--- config.mk ---
export PLATFORM = sky130hd
export DESIGN_NAME = cgal_top
export DESIGN_NICKNAME = d
export VERILOG_FILES = /design/src/common/cgal_pkg.sv /design/src/rtl/cgal_sync.sv /design/src/rtl/cgal_top.sv
export SDC_FILE = /design/constraint.sdc
export NUM_CORES = 1
export LEC_CHECK = 0
export BUFFER_PORTS_ARGS = -buffer_cell sky130_fd_sc_hd__buf_2
export CAP_MARGIN = 20
export CORE_MARGIN = 1
export CORE_UTILIZATION = 55
export DETAILED_ROUTE_END_ITERATION = 7
export GPL_TIMING_DRIVEN = 0
export HOLD_SLACK_MARGIN = 0.02
export PLACE_DENSITY = 0.74
export SKIP_LAST_GASP = 1
export SLEW_MARGIN = 20
export SYNTH_ARGS = -nofsm -noshare
export SYNTH_HDL_FRONTEND = slang
export SYNTH_SLANG_ARGS = --single-unit
--- constraint.sdc ---
create_clock -name clk -period 5.4 [get_ports clk]
set_clock_uncertainty 0.15 [all_clocks]
set_input_delay 0.54 -clock clk [delete_from_list [all_inputs] [get_ports clk]]
set_output_delay 0.54 -clock clk [all_outputs]
set_load 0.02 [all_outputs]
--- src/common/cgal_pkg.sv ---
package cgal_pkg;
	// ==========================================================
	// Register offsets (byte registers).
	localparam logic [4:0] OFS_STAT   = 5'h00;
	localparam logic [4:0] OFS_CTRL   = 5'h01;
	localparam logic [4:0] OFS_ACR_HI = 5'h02;
	localparam logic [4:0] OFS_ACR_LO = 5'h03;
	localparam logic [4:0] OFS_QTH_HM = 5'h04;
	localparam logic [4:0] OFS_QTH_HL = 5'h05;
	localparam logic [4:0] OFS_QTH_LM = 5'h06;
	localparam logic [4:0] OFS_QTH_LL = 5'h07;
	localparam logic [4:0] OFS_VOLT_M = 5'h08;
	localparam logic [4:0] OFS_VOLT_L = 5'h09;
	localparam logic [4:0] OFS_VTH_HI = 5'h0a;
	localparam logic [4:0] OFS_VTH_LO = 5'h0b;
	localparam logic [4:0] OFS_TEMP_M = 5'h0c;
	localparam logic [4:0] OFS_TEMP_L = 5'h0d;
	localparam logic [4:0] OFS_TTH_HI = 5'h0e;
	localparam logic [4:0] OFS_TTH_LO = 5'h0f;
	localparam logic [4:0] OFS_IRQ_ST = 5'h10;
	localparam logic [4:0] OFS_IRQ_MK = 5'h11;

	// ==========================================================
	// Field positions.
	localparam int ST_CHIP  = 7;
	localparam int ST_OVF   = 5;
	localparam int ST_TEMP  = 4;
	localparam int ST_QHI   = 3;
	localparam int ST_QLO   = 2;
	localparam int ST_VOLT  = 1;
	localparam int CT_ADC_H = 7;
	localparam int CT_ADC_L = 6;
	localparam int CT_PSC_H = 5;
	localparam int CT_PSC_L = 3;
	localparam int CT_PIN_H = 2;
	localparam int CT_PIN_L = 1;
	localparam int CT_SHDN  = 0;
	localparam int IRQ_W    = 4;
	localparam int IQ_LIM   = 0;
	localparam int IQ_OVF   = 1;
	localparam int IQ_CDONE = 2;
	localparam int IQ_CONV  = 3;

	// ==========================================================
	// Pin function codes and reset values.
	localparam logic [1:0]  PIN_OFF   = 2'h0;
	localparam logic [1:0]  PIN_CDONE = 2'h1;
	localparam logic [1:0]  PIN_ALERT = 2'h2;
	localparam logic [7:0]  CTRL_RST  = 8'h3c;
	localparam logic [15:0] ACR_RST   = 16'h7fff;
	localparam logic [15:0] ACR_FULL  = 16'hffff;
	localparam logic [15:0] ACR_EMPTY = 16'h0000;
	localparam logic [15:0] LIM_HI16  = 16'hffff;
	localparam logic [15:0] LIM_LO16  = 16'h0000;
	localparam logic [7:0]  LIM_HI8   = 8'hff;
	localparam logic [7:0]  LIM_LO8   = 8'h00;
	localparam logic [15:0] VOLT_MASK = 16'hfffc;
	localparam logic [15:0] TEMP_MASK = 16'hffc0;
	// Arbitrary value for the chip identification bit.
	localparam logic        CHIP_ID   = 1'b0;
endpackage : cgal_pkg

--- src/rtl/cgal_sync.sv ---
`timescale 1ns/1ns
module cgal_sync #(
	parameter int W = 1
) (
	input  wire logic         clk,
	input  wire logic         reset_n,
	input  wire logic [W-1:0] d,
	output logic      [W-1:0] q
);
	logic [W-1:0] meta_r;
	logic [W-1:0] meta_nxt;
	logic [W-1:0] q_nxt;

	always_comb begin
		meta_nxt = d;
		q_nxt    = meta_r;
	end

	always_ff @(posedge clk) begin
		if (!reset_n) begin
			meta_r <= '0;
			q      <= '0;
		end else begin
			meta_r <= meta_nxt;
			q      <= q_nxt;
		end
	end
endmodule : cgal_sync

--- src/rtl/cgal_top.sv ---
// Implementation choices: strobed register access and the address map.
`timescale 1ns/1ns
module cgal_top
	import cgal_pkg::*;
(
	input  wire logic        clk,
	input  wire logic        reset_n,
	input  wire logic [4:0]  reg_addr,
	input  wire logic [7:0]  reg_wdata,
	input  wire logic        reg_wr,
	input  wire logic        reg_rd,
	output logic      [7:0]  reg_rdata,
	input  wire logic        integ_clk,
	input  wire logic        integ_up,
	input  wire logic [15:0] adc_volt,
	input  wire logic        adc_volt_vld,
	input  wire logic [15:0] adc_temp,
	input  wire logic        adc_temp_vld,
	output logic      [1:0]  adc_mode,
	output logic             shutdown,
	input  wire logic        alert_or_charge_done_pin_i,
	output logic             alert_or_charge_done_pin_o,
	output logic             alert_or_charge_done_pin_oe_n,
	output logic             irq
);
	// ==========================================================
	// State.
	logic [7:0]       ctrl_r, ctrl_nxt;
	logic [7:0]       stat_r, stat_nxt;
	logic [15:0]      acr_r, acr_nxt;
	logic [15:0]      qth_hi_r, qth_hi_nxt, qth_lo_r, qth_lo_nxt;
	logic [15:0]      volt_r, volt_nxt, temp_r, temp_nxt;
	logic [7:0]       vth_hi_r, vth_hi_nxt, vth_lo_r, vth_lo_nxt;
	logic [7:0]       tth_hi_r, tth_hi_nxt, tth_lo_r, tth_lo_nxt;
	logic [6:0]       psc_r, psc_nxt;
	logic             iclk_d_r, iclk_d_nxt;
	logic             cdone_d_r, cdone_d_nxt;
	logic [IRQ_W-1:0] ist_r, ist_nxt, imk_r, imk_nxt;
	logic [7:0]       rdata_nxt;

	logic [2:0]       sync_q;
	logic             iclk_s, iup_s, cdone_s;
	logic             step, cdone_hold, ovf_ev, sat_now;
	logic             c_qhi, c_qlo, c_volt, c_temp, rd_stat;
	logic [6:0]       psc_top;
	logic [1:0]       pin_fn;
	logic [4:0]       lim_set;
	logic [IRQ_W-1:0] iev;

	// ==========================================================
	// Inputs from outside the clock domain.
	// The integrator clock is slow, so finding its edges on clk is cheaper
	// than running a second domain.
	cgal_sync #(.W(3)) u_sync (
		.clk     (clk),
		.reset_n (reset_n),
		.d       ({integ_clk, integ_up, alert_or_charge_done_pin_i}),
		.q       (sync_q)
	);
	assign iclk_s  = sync_q[2];
	assign iup_s   = sync_q[1];
	assign cdone_s = sync_q[0];

	// ==========================================================
	// Limit comparisons.
	assign pin_fn  = ctrl_r[CT_PIN_H:CT_PIN_L];
	assign c_qhi   = acr_r > qth_hi_r;
	assign c_qlo   = acr_r < qth_lo_r;
	assign c_volt  = (volt_r[15:8] > vth_hi_r) || (volt_r[15:8] < vth_lo_r);
	assign c_temp  = (temp_r[15:8] > tth_hi_r) || (temp_r[15:8] < tth_lo_r);
	assign sat_now = (acr_r == ACR_FULL) || (acr_r == ACR_EMPTY);
	assign rd_stat = reg_rd && (reg_addr == OFS_STAT);
	// Only the charge-done function forces the count to full; code 11 acts as off.
	assign cdone_hold = (pin_fn == PIN_CDONE) && cdone_s;
	assign psc_top = 7'((8'h01 << ctrl_r[CT_PSC_H:CT_PSC_L]) - 8'h01);
	assign step    = iclk_s && !iclk_d_r && !ctrl_r[CT_SHDN];

	// ==========================================================
	// Charge counting and result capture.
	always_comb begin
		ctrl_nxt    = ctrl_r;
		acr_nxt     = acr_r;
		qth_hi_nxt  = qth_hi_r;
		qth_lo_nxt  = qth_lo_r;
		volt_nxt    = volt_r;
		temp_nxt    = temp_r;
		vth_hi_nxt  = vth_hi_r;
		vth_lo_nxt  = vth_lo_r;
		tth_hi_nxt  = tth_hi_r;
		tth_lo_nxt  = tth_lo_r;
		psc_nxt     = psc_r;
		iclk_d_nxt  = iclk_s;
		cdone_d_nxt = cdone_hold;
		imk_nxt     = imk_r;
		ovf_ev      = 1'b0;
		if (reg_wr) begin
			case (reg_addr)
				OFS_CTRL:   ctrl_nxt          = reg_wdata;
				OFS_ACR_HI: acr_nxt[15:8]     = reg_wdata;
				OFS_ACR_LO: acr_nxt[7:0]      = reg_wdata;
				OFS_QTH_HM: qth_hi_nxt[15:8]  = reg_wdata;
				OFS_QTH_HL: qth_hi_nxt[7:0]   = reg_wdata;
				OFS_QTH_LM: qth_lo_nxt[15:8]  = reg_wdata;
				OFS_QTH_LL: qth_lo_nxt[7:0]   = reg_wdata;
				OFS_VTH_HI: vth_hi_nxt        = reg_wdata;
				OFS_VTH_LO: vth_lo_nxt        = reg_wdata;
				OFS_TTH_HI: tth_hi_nxt        = reg_wdata;
				OFS_TTH_LO: tth_lo_nxt        = reg_wdata;
				OFS_IRQ_MK: imk_nxt           = reg_wdata[IRQ_W-1:0];
				default: ;
			endcase
		end
		if (cdone_hold) begin
			acr_nxt = ACR_FULL;
			psc_nxt = '0;
		end else if (step) begin
			// One charge count per M integrator reversals in one direction.
			if (iup_s) begin
				if (psc_r >= psc_top) begin
					psc_nxt = '0;
					if (acr_r == ACR_FULL) begin
						ovf_ev = 1'b1;
					end else begin
						acr_nxt = acr_r + 16'h0001;
					end
				end else begin
					psc_nxt = psc_r + 7'h01;
				end
			end else begin
				if (psc_r == 7'h00) begin
					psc_nxt = psc_top;
					if (acr_r == ACR_EMPTY) begin
						ovf_ev = 1'b1;
					end else begin
						acr_nxt = acr_r - 16'h0001;
					end
				end else begin
					psc_nxt = psc_r - 7'h01;
				end
			end
		end
		if (adc_volt_vld) begin
			volt_nxt = adc_volt & VOLT_MASK;
		end
		if (adc_temp_vld) begin
			temp_nxt = adc_temp & TEMP_MASK;
		end
	end

	// ==========================================================
	// Status flags, interrupt and read data.
	// A read clears a flag only when its cause is gone; a cause present in
	// the same cycle keeps it set.
	always_comb begin
		lim_set = {ovf_ev, c_temp, c_qhi, c_qlo, c_volt};
		stat_nxt = stat_r;
		stat_nxt[ST_CHIP] = CHIP_ID;
		stat_nxt[6] = 1'b0;
		stat_nxt[0] = 1'b0;
		if (rd_stat) begin
			stat_nxt[ST_OVF]  = stat_r[ST_OVF] && sat_now;
			stat_nxt[ST_TEMP] = stat_r[ST_TEMP] && c_temp;
			stat_nxt[ST_QHI]  = stat_r[ST_QHI] && c_qhi;
			stat_nxt[ST_QLO]  = stat_r[ST_QLO] && c_qlo;
			stat_nxt[ST_VOLT] = stat_r[ST_VOLT] && c_volt;
		end
		stat_nxt[ST_OVF:ST_VOLT] = stat_nxt[ST_OVF:ST_VOLT] | lim_set;
		iev = '0;
		iev[IQ_LIM]   = |(lim_set[3:0] & ~stat_r[ST_TEMP:ST_VOLT]);
		iev[IQ_OVF]   = ovf_ev;
		iev[IQ_CDONE] = cdone_hold && !cdone_d_r;
		iev[IQ_CONV]  = adc_volt_vld || adc_temp_vld;
		ist_nxt = ist_r;
		if (reg_wr && (reg_addr == OFS_IRQ_ST)) begin
			ist_nxt = ist_r & ~reg_wdata[IRQ_W-1:0];
		end
		ist_nxt = ist_nxt | iev;
		rdata_nxt = 8'h00;
		if (reg_rd) begin
			case (reg_addr)
				OFS_STAT:   rdata_nxt = stat_r;
				OFS_CTRL:   rdata_nxt = ctrl_r;
				OFS_ACR_HI: rdata_nxt = acr_r[15:8];
				OFS_ACR_LO: rdata_nxt = acr_r[7:0];
				OFS_QTH_HM: rdata_nxt = qth_hi_r[15:8];
				OFS_QTH_HL: rdata_nxt = qth_hi_r[7:0];
				OFS_QTH_LM: rdata_nxt = qth_lo_r[15:8];
				OFS_QTH_LL: rdata_nxt = qth_lo_r[7:0];
				OFS_VOLT_M: rdata_nxt = volt_r[15:8];
				OFS_VOLT_L: rdata_nxt = volt_r[7:0];
				OFS_VTH_HI: rdata_nxt = vth_hi_r;
				OFS_VTH_LO: rdata_nxt = vth_lo_r;
				OFS_TEMP_M: rdata_nxt = temp_r[15:8];
				OFS_TEMP_L: rdata_nxt = temp_r[7:0];
				OFS_TTH_HI: rdata_nxt = tth_hi_r;
				OFS_TTH_LO: rdata_nxt = tth_lo_r;
				OFS_IRQ_ST: rdata_nxt = {{(8-IRQ_W){1'b0}}, ist_r};
				OFS_IRQ_MK: rdata_nxt = {{(8-IRQ_W){1'b0}}, imk_r};
				default:    rdata_nxt = 8'h00;
			endcase
		end
	end

	// ==========================================================
	// Registers.
	always_ff @(posedge clk) begin
		if (!reset_n) begin
			ctrl_r    <= CTRL_RST;
			stat_r    <= 8'h00;
			acr_r     <= ACR_RST;
			qth_hi_r  <= LIM_HI16;
			qth_lo_r  <= LIM_LO16;
			volt_r    <= 16'h0000;
			temp_r    <= 16'h0000;
			vth_hi_r  <= LIM_HI8;
			vth_lo_r  <= LIM_LO8;
			tth_hi_r  <= LIM_HI8;
			tth_lo_r  <= LIM_LO8;
			psc_r     <= 7'h00;
			iclk_d_r  <= 1'b0;
			cdone_d_r <= 1'b0;
			ist_r     <= '0;
			imk_r     <= '0;
			reg_rdata <= 8'h00;
		end else begin
			ctrl_r    <= ctrl_nxt;
			stat_r    <= stat_nxt;
			acr_r     <= acr_nxt;
			qth_hi_r  <= qth_hi_nxt;
			qth_lo_r  <= qth_lo_nxt;
			volt_r    <= volt_nxt;
			temp_r    <= temp_nxt;
			vth_hi_r  <= vth_hi_nxt;
			vth_lo_r  <= vth_lo_nxt;
			tth_hi_r  <= tth_hi_nxt;
			tth_lo_r  <= tth_lo_nxt;
			psc_r     <= psc_nxt;
			iclk_d_r  <= iclk_d_nxt;
			cdone_d_r <= cdone_d_nxt;
			ist_r     <= ist_nxt;
			imk_r     <= imk_nxt;
			reg_rdata <= rdata_nxt;
		end
	end

	// ==========================================================
	// Outputs.
	// The pin is open drain: it only ever drives low, and is released
	// whenever no limit flag is pending.
	assign alert_or_charge_done_pin_o    = 1'b0;
	assign alert_or_charge_done_pin_oe_n =
		!((pin_fn == PIN_ALERT) && |stat_r[ST_TEMP:ST_VOLT]);
	assign adc_mode = ctrl_r[CT_ADC_H:CT_ADC_L];
	assign shutdown = ctrl_r[CT_SHDN];
	assign irq      = |(ist_r & imk_r);
endmodule : cgal_top

==> flow_metrics.tcl <==
set metrics [dict create \
    fp-row-count 46 \
    synth_ff_type "dfxtp_1" \
    grt_use_total_pct 38.3 \
    cts_setup_buffers 0 \
    gp_congestion 1.00 \
    die_y_um 131 \
    crit_required_ps 5540 \
    wire_per_inst_um 21.9 \
    io_pins 68 \
    async_flop_share_pct 0 \
    final_cells 1459 \
    drv_slew 0 \
    grt_pass1_vias 8492 \
    place_inst 1428 \
    synth_fp_nets 1285 \
    clock_path_buffers 2 \
    antenna_left 0 \
    dp_hpwl_um 23700 \
    core_um2 16100 \
    cts_sinks 148 \
    fill_cells 1441 \
    io_buffer_count 54 \
    mostFrequentLayoutCells "148 x dfxtp_1, 123 x nand2_1, 105 x nand3_1" \
    cts_buffers 17 \
    cap_violations 0 \
    worst-path-max-fanout 10 \
    fmax_ghz 0.303 \
    cts_tree "done" \
    synth_edf_count 0 \
    ys_seq_area_share_pct 32.4 \
    start_util_pct 57.0 \
    root_buffer "clkbuf_16" \
    slew_headroom_pct 26.3 \
    clk_latency_ps 440 \
    final_nets 1358 \
    yosysWarnings 0 \
    critPathSlowestCell "a21oi_1" \
    hold_viol 0 \
    diodes 0 \
    drc 0 \
    antenna_found_initial 0 \
    finalWorstSetupSlack_ps 2100 \
    first_pass_iters 6 \
    grt_pass1_wl_um 47900 \
    drt_iter0_markers 1285 \
    drive_gt1_share_pct 9.25 \
    vias_per_cell 6.49 \
    dieArea_um2 17100 \
    hold_buffers 0 \
    p_leak_nw 4.55 \
    power_mw 2.89 \
    ys_ff_latch 148 \
    areaGrowthSynthToFinish_pct 12.6 \
    vias 9467 \
    grt_overflow 0 \
    cp_slowest_stage_delay_ps 490 \
    synth_area_leader_cell "dfxtp_1" \
    cp_cell_sequence "clkbuf_1 > inv_1 > ha_1 > nor4b_1 > nand4_1 > and2_1 > buf_2 > o21bai_2 > a21oi_1 > a2bb2oi_1" \
    yosys-top-cells-area "dfxtp_1 32%, ha_1 10%, nand3_1 5.7%" \
    power.density_nw_per_um2 281 \
    layout_commonest_cell "dfxtp_1" \
    worst-r2r-cell-count 10 \
    htree_levels 4 \
    routed_wl_um 32000 \
    finalCritPeriodShare_pct 61.1 \
    die_w_um 131 \
    clk_pin_slew_ps 60 \
    worst_slew_pin_slew_ps 1100 \
    grt_max_degree 17 \
    rsz0062_at_grt "no" \
    cp.arrival_ps 3440 \
    crit_type "reg2reg" \
    syn_area_per_cell_um2 7.90 \
    hold_path_depth 2 \
    status "finished, final reports clean" \
    synth_area_um2 9150 \
    tns_ps 0 \
    synth.distinct_cells 70 \
    dp_slack_ps 2130 \
    yosysTopAreaCellShare_pct 32.4 \
    setup_viol 0 \
    syn_inst 1158 \
    start_kind "flop" \
    hold_class "in2reg" \
    post_cts_resized 0 \
    period_needed_ps 3300 \
    ir_drop_uv 250 \
    worst_setup_path_end_kind "flop" \
]
## worst max-delay path: cells and delay by family, from the launching register on
kind	cells	cell delay [ps]
AOI/OAI and AO/OA	3	890
buffers and inverters	3	670
and+or+nand+nor	3	880
DFF	1	410
adders and majority gates	1	160
## final cells by class
cell class | count | area (µm²) | area share [%]
multi-input combinational | 854 | 5550 | 53.9
sequential | 148 | 2960 | 28.8
clock buffer | 19 | 433 | 4.20
buffer | 80 | 345 | 3.35
inverter | 76 | 285 | 2.77
timing repair buffer | 54 | 270 | 2.62
tap | 216 | 270 | 2.62
clock inverter | 12 | 180 | 1.75
## per-stage QoR
stage	instance area, µm²	util (%)	hold slack [ps]
3_3_place_gp	9690	60.3	263
2_1_floorplan	9150	-	262
6_report	10300	64.1	158
5_1_grt	10300	64.1	165
4_1_cts	10300	64.1	157
3_5_place_dp	9690	60.3	270
## state kept, by name (all words and copies together) (netlist names), 4 cells and up
name / count
ist_r: 4
psc_r: 7
vth_lo_r: 8
qth_lo_r: 16
imk_r: 4
volt_r: 14
tth_lo_r: 8
vth_hi_r: 8
stat_r: 5
qth_hi_r: 16
reg_rdata: 8
temp_r: 10
tth_hi_r: 8
acr_r: 16
ctrl_r: 8
## where the power goes
group | switching [mW] | leakage, nW | internal (mW)
Clock | 0.492 | 0.294 | 0.773
Sequential | 0.0487 | 1.21 | 1.13
Combinational | 0.285 | 3.05 | 0.167
Total | 0.826 | 4.55 | 2.07
## synth_stat cells (3+ instances only)
cell type,count
a221oi_1,17
nor2b_1,4
nor2_1,82
a31oi_1,11
and2_1,12
buf_2,9
a21boi_0,3
buf_6,3
nor4_1,7
and3_1,8
nor3b_1,9
xor2_1,14
a21o_1,6
o21ai_0,39
ha_1,73
a21oi_1,89
or3b_2,4
o21a_1,4
nand3_1,105
o22ai_1,4
buf_4,3
dfxtp_1,148
inv_1,75
a2bb2oi_1,5
a22oi_1,34
buf_1,4
a211o_1,3
nand2b_1,7
nand4_1,16
o31ai_1,4
xnor2_1,14
and4_1,4
nor3_1,28
mux2i_1,45
a22o_1,16
nand3b_1,3
a211oi_1,10
nand2_1,123
or3_1,6
clkbuf_1,61
mux2_2,3
o211ai_1,9
## layer usage
metal / vias up / global-route usage, % / wire length (µm)
li1: 4316 / - / -
met1: 4394 / 51.3 / 13100
met2: 644 / 54.4 / 13200
met3: 113 / 12.7 / 4180
met4: 0 / 20.2 / 1520
met5: - / 0 / 0
## path summary, 6_finish.rpt
path,start,end,slack [ps]
max reg2reg,acr_r[0],acr_r[8],2100
max,acr_r[0],acr_r[8],2100
min reg2reg,u_sync.meta_r[0],u_sync.q[0],290
min,integ_clk,u_sync.meta_r[2],160
## logic make-up (layout without fill, tap and decap cells)
family                   Yosys count  count (layout)  synth area share, %
AND/OR/NAND/NOR                  429             429                 22.7
AO/OA/AOI/OAI                    274             274                 19.8
buffers and inverters            156             241                 6.89
flip-flops                       148             148                 32.4
adder cells (fa/ha/maj)           73              73                 9.99
multiplexers                      49              49                 5.42
XOR/XNOR                          28              28                 2.68
other                              1               1               0.0410
Power figures use the tool's default switching activity.
